### src/core/cqr_consts.svh
// constants for the configuration query responder
// Notes on behaviour
// queries report committed settings, never staged edits
// unavailable analyzer instance selected raises an error
// adjustment query returns one integer 0 to 4
// codes 1/4 current corrected, 2/3 voltage corrected
// range code: 0 hi,1 lo,2 auto-hi,3 auto-lo
// scaling query returns scale then offset, both real
// unscaled channel reports 0.0 for both fields
// bandwidth code: 0 auto, 1 none, 2 fixed
// fixed bandwidth appends real frequency in hertz
// host gives channel or instance selector per query
// unknown keyword or malformed selector: error, no data
`ifndef CQR_CONSTS_SVH
`define CQR_CONSTS_SVH
`define CQR_NUM_INST      3
`define CQR_NUM_CHAN      4
`define CQR_WORD_W        32
`define CQR_SEL_MIN       4'h1
`define CQR_SEL_INST_MAX  4'h3
`define CQR_SEL_CHAN_MAX  4'h4
`define CQR_EDIT_INST_MAX 2'h2
`define CQR_ADJ_NONE      3'h0
`define CQR_ADJ_MAX       3'h4
`define CQR_RANGE_HI      2'h0
`define CQR_RANGE_LO      2'h1
`define CQR_RANGE_AUTO_HI 2'h2
`define CQR_RANGE_AUTO_LO 2'h3
`define CQR_BW_AUTO       2'h0
`define CQR_BW_NONE       2'h1
`define CQR_BW_FIXED      2'h2
`define CQR_REAL_ZERO     32'h00000000
`endif

### src/core/cqr_pkg.sv
// types of the configuration query responder
package cqr_pkg;
`include "cqr_consts.svh"

	typedef enum logic [2:0] {
		CQR_KW_ADJUSTMENT_QUERY = 3'b000,
		CQR_KW_RANGE  = 3'b001,
		CQR_KW_SCALE  = 3'b010,
		CQR_KW_BW     = 3'b011
	} cqr_kw_t;

	typedef enum logic [2:0] {
		CQR_IT_ADJUSTMENT_QUERY   = 3'b000,
		CQR_IT_RANGE    = 3'b001,
		CQR_IT_SCALE_EN = 3'b010,
		CQR_IT_SCALE    = 3'b011,
		CQR_IT_OFFSET   = 3'b100,
		CQR_IT_BW_MODE  = 3'b101,
		CQR_IT_BW_FREQ  = 3'b110
	} cqr_item_t;

	typedef enum logic [1:0] {
		CQR_ERR_NONE    = 2'b00,
		CQR_ERR_KEYWORD = 2'b01,
		CQR_ERR_SEL     = 2'b10,
		CQR_ERR_UNAVAIL = 2'b11
	} cqr_err_t;

	typedef enum logic [1:0] {
		CQR_SER_IDLE = 2'b00,
		CQR_SER_ONE  = 2'b01,
		CQR_SER_TWO  = 2'b10
	} cqr_ser_st_t;

	typedef struct packed {
		logic [`CQR_NUM_INST-1:0][2:0]              adjustment_query;
		logic [`CQR_NUM_CHAN-1:0]                   range_auto;
		logic [`CQR_NUM_CHAN-1:0]                   range_lo;
		logic [`CQR_NUM_CHAN-1:0]                   scale_en;
		logic [`CQR_NUM_CHAN-1:0][`CQR_WORD_W-1:0]  scale;
		logic [`CQR_NUM_CHAN-1:0][`CQR_WORD_W-1:0]  offset;
		logic [`CQR_NUM_INST-1:0][1:0]              bw_mode;
		logic [`CQR_NUM_INST-1:0][`CQR_WORD_W-1:0]  bw_freq;
	} cqr_cfg_t;

	typedef struct packed {
		cqr_cfg_t active;
		cqr_cfg_t staged;
		logic     err;
		cqr_err_t err_code;
	} cqr_state_t;

	typedef struct packed {
		cqr_ser_st_t                 st;
		logic [1:0]                  is_real;
		logic [1:0][`CQR_WORD_W-1:0] data;
	} cqr_ser_t;
endpackage : cqr_pkg

### src/core/cqr_fmt_if.sv
// carrier of reply fields from the responder to the field serialiser
`timescale 1ns/1ps
interface cqr_fmt_if;
	logic                   load;
	logic                   two;
	logic [1:0]             is_real;
	logic [1:0][31:0]       data;
	logic                   busy;

	modport src (
		output load,
		output two,
		output is_real,
		output data,
		input  busy
	);
	modport sink (
		input  load,
		input  two,
		input  is_real,
		input  data,
		output busy
	);
endinterface : cqr_fmt_if

### src/core/cqr_field_ser.sv
// serialiser that hands reply fields to the transport one at a time
`timescale 1ns/1ps
module cqr_field_ser
	import cqr_pkg::*;
(
	input  wire logic        ref_clk,
	input  wire logic        rst_b,
	cqr_fmt_if.sink          fmt,
	output logic             field_valid,
	input  wire logic        field_ready,
	output logic             field_is_real,
	output logic             field_last,
	output logic [31:0]      field_data
);
	cqr_ser_t s_q;
	cqr_ser_t s_d;

	assign fmt.busy      = (s_q.st != CQR_SER_IDLE);
	assign field_valid   = (s_q.st != CQR_SER_IDLE);
	assign field_last    = (s_q.st == CQR_SER_ONE);
	assign field_is_real = s_q.is_real[0];
	assign field_data    = s_q.data[0];

	always_comb begin
		s_d = s_q;
		case (s_q.st)
			CQR_SER_IDLE: begin
				if (fmt.load) begin
					s_d.is_real = fmt.is_real;
					s_d.data    = fmt.data;
					s_d.st      = fmt.two ? CQR_SER_TWO : CQR_SER_ONE;
				end
			end
			CQR_SER_TWO: begin
				if (field_ready) begin
					// second field moves to the output slot
					s_d.is_real[0] = s_q.is_real[1];
					s_d.data[0]    = s_q.data[1];
					s_d.st         = CQR_SER_ONE;
				end
			end
			CQR_SER_ONE: begin
				if (field_ready) begin
					s_d.st = CQR_SER_IDLE;
				end
			end
			default: begin
				s_d.st = CQR_SER_IDLE;
			end
		endcase
	end

	always_ff @(posedge ref_clk) begin
		if (!rst_b) begin
			s_q <= '0;
		end else begin
			s_q <= s_d;
		end
	end
endmodule : cqr_field_ser

### src/core/cqr_responder.sv
// measurement configuration query responder with staged and active settings
`timescale 1ns/1ps
module cqr_responder
	import cqr_pkg::*;
(
	input  wire logic                      ref_clk,
	input  wire logic                      rst_b,
	input  wire logic                      edit_valid,
	input  wire cqr_item_t                 edit_item,
	input  wire logic [1:0]                edit_index,
	input  wire logic [31:0]               edit_data,
	input  wire logic                      edit_commit,
	input  wire logic                      edit_discard,
	input  wire logic [`CQR_NUM_INST-1:0]  inst_avail,
	input  wire logic [`CQR_NUM_CHAN-1:0]  range_lo_live,
	input  wire logic                      query_valid,
	output logic                           query_ready,
	input  wire cqr_kw_t                   query_keyword,
	input  wire logic [3:0]                query_selector,
	input  wire logic                      query_selector_ok,
	output logic                           query_error,
	output cqr_err_t                       query_err_code,
	output logic                           field_valid,
	input  wire logic                      field_ready,
	output logic                           field_is_real,
	output logic                           field_last,
	output logic [31:0]                    field_data
);
	cqr_state_t s_q;
	cqr_state_t s_d;
	cqr_fmt_if  fmt ();

	logic                          inst_kw;
	logic                          chan_kw;
	logic                          sel_in_range;
	logic [1:0]                    idx;
	logic                          take;
	logic                          err_now;
	cqr_err_t                      err_kind;
	logic [`CQR_NUM_CHAN-1:0][1:0] range_code;
	logic                          ans_two;
	logic [1:0]                    ans_is_real;
	logic [1:0][31:0]              ans_data;

	assign take = query_valid && query_ready;

	assign query_ready    = !fmt.busy;
	assign query_error    = s_q.err;
	assign query_err_code = s_q.err_code;

	// selector kind follows the keyword
	always_comb begin
		inst_kw = (query_keyword == CQR_KW_ADJUSTMENT_QUERY) || (query_keyword == CQR_KW_BW);
		chan_kw = (query_keyword == CQR_KW_RANGE) || (query_keyword == CQR_KW_SCALE);
		idx     = query_selector[1:0] - 2'h1;
		if (inst_kw) begin
			sel_in_range = (query_selector >= `CQR_SEL_MIN) &&
				(query_selector <= `CQR_SEL_INST_MAX);
		end else begin
			sel_in_range = (query_selector >= `CQR_SEL_MIN) &&
				(query_selector <= `CQR_SEL_CHAN_MAX);
		end
	end

	// refusal priority: keyword, then selector, then instance availability
	// idx is only trusted once the selector has passed its range check
	always_comb begin
		err_now  = 1'b0;
		err_kind = CQR_ERR_NONE;
		if (!inst_kw && !chan_kw) begin
			err_now  = 1'b1;
			err_kind = CQR_ERR_KEYWORD;
		end else if (!query_selector_ok || !sel_in_range) begin
			err_now  = 1'b1;
			err_kind = CQR_ERR_SEL;
		end else if (inst_kw && !inst_avail[idx]) begin
			err_now  = 1'b1;
			err_kind = CQR_ERR_UNAVAIL;
		end
	end

	// auto-ranged channels report the range the ranger sits on at the taking edge
	always_comb begin
		for (int c = 0; c < `CQR_NUM_CHAN; c++) begin
			if (s_q.active.range_auto[c]) begin
				range_code[c] = range_lo_live[c] ? `CQR_RANGE_AUTO_LO : `CQR_RANGE_AUTO_HI;
			end else begin
				range_code[c] = s_q.active.range_lo[c] ? `CQR_RANGE_LO : `CQR_RANGE_HI;
			end
		end
	end

	// answers read the active copy, never the staged one
	always_comb begin
		ans_two     = 1'b0;
		ans_is_real = 2'b00;
		ans_data    = '0;
		case (query_keyword)
			CQR_KW_ADJUSTMENT_QUERY: begin
				// 1/4 correct current by voltage-input current, 2/3 the reverse
				ans_data[0] = {29'h0, s_q.active.adjustment_query[idx]};
			end
			CQR_KW_RANGE: begin
				ans_data[0] = {30'h0, range_code[idx]};
			end
			CQR_KW_SCALE: begin
				ans_two     = 1'b1;
				ans_is_real = 2'b11;
				if (s_q.active.scale_en[idx]) begin
					ans_data[0] = s_q.active.scale[idx];
					ans_data[1] = s_q.active.offset[idx];
				end else begin
					ans_data[0] = `CQR_REAL_ZERO;
					ans_data[1] = `CQR_REAL_ZERO;
				end
			end
			default: begin
				ans_data[0] = {30'h0, s_q.active.bw_mode[idx]};
				if (s_q.active.bw_mode[idx] == `CQR_BW_FIXED) begin
					ans_two        = 1'b1;
					ans_is_real[1] = 1'b1;
					ans_data[1]    = s_q.active.bw_freq[idx];
				end
			end
		endcase
	end

	always_comb begin
		s_d         = s_q;
		s_d.err     = 1'b0;
		fmt.load    = 1'b0;
		fmt.two     = 1'b0;
		fmt.is_real = 2'b00;
		fmt.data    = '0;

		// edits land in the staged copy only
		if (edit_valid) begin
			case (edit_item)
				CQR_IT_ADJUSTMENT_QUERY: begin
					if (edit_index <= `CQR_EDIT_INST_MAX && edit_data[2:0] <= `CQR_ADJ_MAX &&
						edit_data[31:3] == 29'h0) begin
						s_d.staged.adjustment_query[edit_index] = edit_data[2:0];
					end
				end
				CQR_IT_RANGE: begin
					s_d.staged.range_auto[edit_index] = edit_data[1];
					s_d.staged.range_lo[edit_index]   = edit_data[0];
				end
				CQR_IT_SCALE_EN: begin
					s_d.staged.scale_en[edit_index] = edit_data[0];
				end
				CQR_IT_SCALE: begin
					s_d.staged.scale[edit_index] = edit_data;
				end
				CQR_IT_OFFSET: begin
					s_d.staged.offset[edit_index] = edit_data;
				end
				CQR_IT_BW_MODE: begin
					if (edit_index <= `CQR_EDIT_INST_MAX && edit_data[1:0] <= `CQR_BW_FIXED &&
						edit_data[31:2] == 30'h0) begin
						s_d.staged.bw_mode[edit_index] = edit_data[1:0];
					end
				end
				CQR_IT_BW_FREQ: begin
					if (edit_index <= `CQR_EDIT_INST_MAX) begin
						s_d.staged.bw_freq[edit_index] = edit_data;
					end
				end
				default: begin
					s_d.staged = s_q.staged;
				end
			endcase
		end

		// commit takes an edit of the same cycle along with it
		if (edit_commit) begin
			s_d.active = s_d.staged;
		end else if (edit_discard) begin
			s_d.staged = s_q.active;
		end

		// a refused query hands nothing to the serialiser
		if (take) begin
			s_d.err_code = err_kind;
			if (err_now) begin
				s_d.err = 1'b1;
			end else begin
				fmt.load    = 1'b1;
				fmt.two     = ans_two;
				fmt.is_real = ans_is_real;
				fmt.data    = ans_data;
			end
		end
	end

	always_ff @(posedge ref_clk) begin
		if (!rst_b) begin
			s_q <= '0;
		end else begin
			s_q <= s_d;
		end
	end

	cqr_field_ser u_ser (
		.ref_clk       (ref_clk),
		.rst_b         (rst_b),
		.fmt           (fmt.sink),
		.field_valid   (field_valid),
		.field_ready   (field_ready),
		.field_is_real (field_is_real),
		.field_last    (field_last),
		.field_data    (field_data)
	);
endmodule : cqr_responder

### config.mk
export PLATFORM = sky130hd
export DESIGN_NAME = cqr_responder
export DESIGN_NICKNAME = d
export VERILOG_FILES = /design/src/core/cqr_pkg.sv /design/src/core/cqr_fmt_if.sv /design/src/core/cqr_field_ser.sv /design/src/core/cqr_responder.sv
export VERILOG_INCLUDE_DIRS = /design/src /design/src/core
export SDC_FILE = /design/constraint.sdc
export NUM_CORES = 1
export LEC_CHECK = 0
export ABC_CLOCK_PERIOD_IN_PS = 2890
export BUFFER_PORTS_ARGS = -buffer_cell sky130_fd_sc_hd__buf_2
export CORE_ASPECT_RATIO = 1.2
export CORE_UTILIZATION = 30
export CTS_CLUSTER_DIAMETER = 100
export DETAILED_ROUTE_END_ITERATION = 8
export PLACE_DENSITY = 0.47
export SLEW_MARGIN = 25
export SYNTH_ARGS = -nofsm -noshare
export SYNTH_HDL_FRONTEND = slang
export SYNTH_SLANG_ARGS = --single-unit
### constraint.sdc
create_clock -name ref_clk -period 2.89 [get_ports ref_clk]
set_input_delay 0.578 -clock ref_clk [delete_from_list [all_inputs] [get_ports ref_clk]]
set_output_delay 0.578 -clock ref_clk [all_outputs]
set_load 0.1 [all_outputs]
Word level (Yosys, flattened, before mapping)

Cells that the tools add are included.

Bits in registers: 829
Input bits: 59
Output and inout bits: 39
Logic and storage cells: 192

$add $sub $neg: 1
$lt $le $gt $ge: 9
Equality and inequality tests: 15
Multiplexer cells: 89
Reduce and logical (&&, ||, !) cells: 31

Operators by type and width:

| cell                                                | count |
|---|---|
| 2-to-1 mux 379 bit                                  | 3 |
| bitwise mux 128 bit                                 | 2 |
| 2-to-1 mux 128 bit                                  | 2 |
| binary-select mux 32 bit (select 2 bit)             | 3 |
| 2-to-1 mux 32 bit                                   | 6 |
| 2-to-1 mux 64 bit                                   | 3 |
| 2-to-1 mux 96 bit                                   | 2 |
| case mux 32 bit (2 select lines)                    | 2 |
| bitwise mux 96 bit                                  | 1 |
| case mux 32 bit (3 select lines)                    | 1 |
| 2-to-1 mux 68 bit                                   | 1 |
| demux 32 bit (select 2 bit)                         | 1 |
| zero test 30 bit                                    | 1 |
| 2-to-1 mux 2 bit                                    | 15 |
| zero test 29 bit                                    | 1 |
| 2-to-1 mux 1 bit                                    | 23 |
| 2-to-1 mux 9 bit                                    | 2 |
| bitwise mux 4 bit                                   | 3 |
| equality test 3 x 2 -> 1 bit, second input constant | 4 |
| 2-to-1 mux 6 bit                                    | 2 |
| logical AND 1 bit                                   | 10 |
| bitwise mux 9 bit                                   | 1 |
| equality test 3 bit, second input constant          | 3 |
| binary-select mux 2 bit (select 2 bit)              | 2 |
| 31 further kinds                                    | 51 |

Depth between registers and ports, before layout

Depth in word-level cells: 13
Mapped depth: 12
Depth with buffers taken out: 7

Hierarchy

From an unflattened synthesis, not the netlist that was laid out.

Cells, all modules: 3,794
Area, all modules: 37,723.7 um2

By module, submodules not included:

| module        | times used | cells each | area an instance (um2) | sequential area each (um2) |
|---|---|---|---|---|
| cqr_responder | 1          | 3,447      | 34,521.9               | 15,234.6 |
| cqr_field_ser | 1          | 347        | 3,201.8                | 1,361.3 |

Worst setup path before layout

Ideal clock, no wire load.

Path type: register to output
From: register u_ser.s_q[67] in the netlist's numbering
To: output port field_valid
Data arrival time: 2.650 ns
Required time: 2.312 ns
Path slack: -0.338 ns
Cell stages (with the launch flop): 3
Path buffers: 0
Cell sequence: dfxtp_1 nor2_1 inv_1

Cells in the longest elaborated chain, start to end: 1

RTL lines:

| element                  | line                | RTL |
|---|---|---|
| start: declaration       | cqr_field_ser.sv:15 | `cqr_ser_t s_q;` |
| start signal: assignment | cqr_field_ser.sv:55 | `s_q <= '0;` |
| start signal: assignment | cqr_field_ser.sv:57 | `s_q <= s_d;` |
| nonzero test 2 bit       | cqr_field_ser.sv:19 | `assign field_valid = (s_q.st != CQR_SER_IDLE);` |
| end: declaration         | cqr_responder.sv:23 | `output logic field_valid,` |

No other way between the ends.

Worst setup path after layout

From: register u_ser.s_q[66] in the netlist's numbering
To: output port field_last

Cells in the longest elaborated chain, start to end: 1

RTL lines:

| element                      | line                | RTL |
|---|---|---|
| equality test 2 x 1 -> 1 bit | cqr_field_ser.sv:20 | `assign field_last = (s_q.st == CQR_SER_ONE);` |
| end: declaration             | cqr_responder.sv:26 | `output logic field_last,` |

No other way between the ends.

==> flow_metrics.env <==
export IMPL_grt_pass1_wl_um=165600
export IMPL_first_pass_iters=7
export IMPL_rows=137
export IMPL_grt_overflow_total=0
export IMPL_ir_drop_v=0.0003989
export IMPL_cts_tree="built"
export IMPL_slew_viol_final=0
export IMPL_path_class="flip-flop to output port"
export IMPL_synth_top_cell_area_share=0.4699
export IMPL_cts_buffer_depth=3
export IMPL_finalHoldViolCount=0
export IMPL_ys_seq_area_frac=0.4699
export IMPL_cts_max_level=3
export IMPL_tightest_slew_ps=936.9
export IMPL_fmax_mhz=403.1
export IMPL_startpoint_type="flip-flop"
export IMPL_ys_warn_count=0
export IMPL_insertion_delay_ps=660
export IMPL_setup_violations=0
export IMPL_antenna_found_initial=3
export IMPL_cts_setup_buffers=0
export IMPL_crit_fanout=7
export IMPL_ys_seq_elements=829
export IMPL_clk_pin_slew_ps=60
export IMPL_relSlewSlack=0.3754
export IMPL_cp_slowest_cell="buf_2"
export IMPL_globalplace_congestion=0.7580
export IMPL_final_util=0.3498
export IMPL_synth_edff_count=0
export IMPL_antenna_left=0
export IMPL_drive_above_1_share=0.1221
export IMPL_path_cells="buf_4, nor2b_1, buf_2"
export IMPL_clock_sinks=829
export IMPL_final_common_cell="dfxtp_1"
export IMPL_netlist_area_um2=35320
export IMPL_cts_buffers=93
export IMPL_seq_area_um2=16600
export IMPL_multi_input_area_um2=16960
export IMPL_initial_utilization=0.3030
export IMPL_critPathCaptureType="output port"
export IMPL_synthDistinctLibCells=51
export IMPL_final_cells=5258
export IMPL_skew_ps=31.13
export IMPL_cts_hold_buffers=0
export IMPL_dpl_hpwl_um=65150
export IMPL_syn_inst=3772
export IMPL_avgRoutedWirePerCell_um=20.61
export IMPL_grtUsageTotal=0.1799
export IMPL_worstPathArrival_ps=1900
export IMPL_core_area_um2=116600
export IMPL_synth_area_leaders="dfxtp_1 47%, a211oi_1 16%, mux2i_1 12%"
export IMPL_dieHeight_um=377.9
export IMPL_status="complete, but fails checks"
export IMPL_syn_num_nets=3834
export IMPL_die_x_um=315.2
export IMPL_async_flop_share=0
export IMPL_port_buffer_count=97
export IMPL_num_vias=27190
export IMPL_power_total_mw=27.28
export IMPL_finalCriticalPeriod_ps=2481
export IMPL_viasPerCell=5.172
export IMPL_postCtsResizedCells=0
export IMPL_fin_tns_setup_ps=0
export IMPL_p_leak_nw=14.53
export IMPL_final_cell_mix="829 x dfxtp_1, 769 x nor2_1, 731 x a211oi_1, 417 x mux2i_1, 167 x nand2_1"
export IMPL_ys_flop_type="dfxtp_1"
export IMPL_die_area_um2=119100
export IMPL_rsz0062_at_grt="no"
export IMPL_synth_area_per_cell_um2=9.364
export IMPL_crit_buf_inv=2
export IMPL_max_stage_delay_ps=470
export IMPL_hold_class="primary input to flip-flop"
export IMPL_critical_path_top_delay_family="buffers and inverters"
export IMPL_hold_ws_ps=256.5
export IMPL_cap_violations=0
export IMPL_cp_required_ps=2310
export IMPL_synth_area_leader_cell="dfxtp_1"
export IMPL_grt_max_degree=194
export IMPL_fillers=11820
export IMPL_fin_crit_sh=0.8585
export IMPL_cts_root_buf="clkbuf_16"
export IMPL_area_delta_synth_final_pct=15.44
export IMPL_violations="DRC"
export IMPL_first_iter_violations=1828
export IMPL_dp_cells=5084
export IMPL_grt_pass1_vias=25680
export IMPL_drcViolationCount=14
export IMPL_routed_wl_um=108400
export IMPL_io_pins=98
export IMPL_num_nets_final=3712
export IMPL_power_density_nw_per_um2=669.1
## cell families after synthesis
family	after synthesis	synth area share
flip-flops	829	0.4699
AO/OA/AOI/OAI	979	0.1950
multiplexers	488	0.1622
XOR/XNOR	1	0.0002480
buffers and inverters	437	0.05342
AND/OR/NAND/NOR	1035	0.1183
adder cells (fa/ha/maj)	3	0.001063
## layout make-up
cell class                 count  area share
clock buffer                 155     0.07119
tap                         1529     0.04692
timing repair buffer         214     0.05257
inverter                       6   0.0007365
multi-input combinational   2506      0.4160
clock inverter                17    0.005431
sequential                   829      0.4070
antenna                        2   0.0001227
## cells in the mapped netlist, types with 10 or more instances
library cell	count
a211oi_1	731
a21oi_1	131
buf_1	10
buf_2	44
buf_4	41
clkbuf_1	331
dfxtp_1	829
mux2i_1	417
mux4_2	67
nand2_1	168
nand4_1	34
nor2_1	776
o21a_1	34
o21ai_0	67
## per-layer routing
| layer | track usage | up-vias | share of wire |
|---|---|---|---|
| met3 | 0.02355 | 134 | 0.037 |
| met1 | 0.2490 | 13210 | 0.48 |
| met4 | 0.04012 | 2 | 0.019 |
| met2 | 0.2953 | 460 | 0.47 |
| li1 | - | 13390 | - |
| met5 | 0 | - | 0.00012 |
## worst paths after layout
| check | slack [ps] | endpoint | from | depth (start not counted) |
|---|---|---|---|---|
| hold / removal | 260 | query_err_code[0]$_SDFFE_PN0P_ | query_valid | 3 |
| hold reg to reg | 490 | s_q[176]$_SDFF_PN0_ | s_q[555]$_SDFFE_PN0P_ | 2 |
| setup reg to reg | 720 | u_ser.field_data[16]$_SDFFE_PN0P_ | u_ser.s_q[67]$_SDFFE_PN0P_ | 6 |
| setup / recovery | 410 | field_last | u_ser.s_q[66]$_SDFFE_PN0P_ | 3 |
## worst min-delay path, cell delays in order
cell	delay (ps)
buf_2	110
a21oi_1	120
a211oi_1	50
## registers in the layout, indices dropped and copies added (netlist names)
name                 count
s_q                    758
u_ser.s_q               35
u_ser.field_data        32
query_err_code           2
query_error              1
u_ser.field_is_real      1
## through the flow
step | instance area [µm²] | setup slack, ps
2_1_floorplan | 35320 | 148.3
3_3_place_gp | 37640 | 282.3
3_5_place_dp | 37640 | 202.6
4_1_cts | 40770 | 324.5
5_1_grt | 40770 | 337.5
6_report | 40770 | 408.9
## where the power goes
group	internal, mW	switching (mW)	total [mW]
registers	12.1	0.342	12.5
logic	1.03	1.70	2.72
clock network	7.18	4.91	12.1
total	20.3	6.95	27.3
Power figures use the tool's default switching activity.
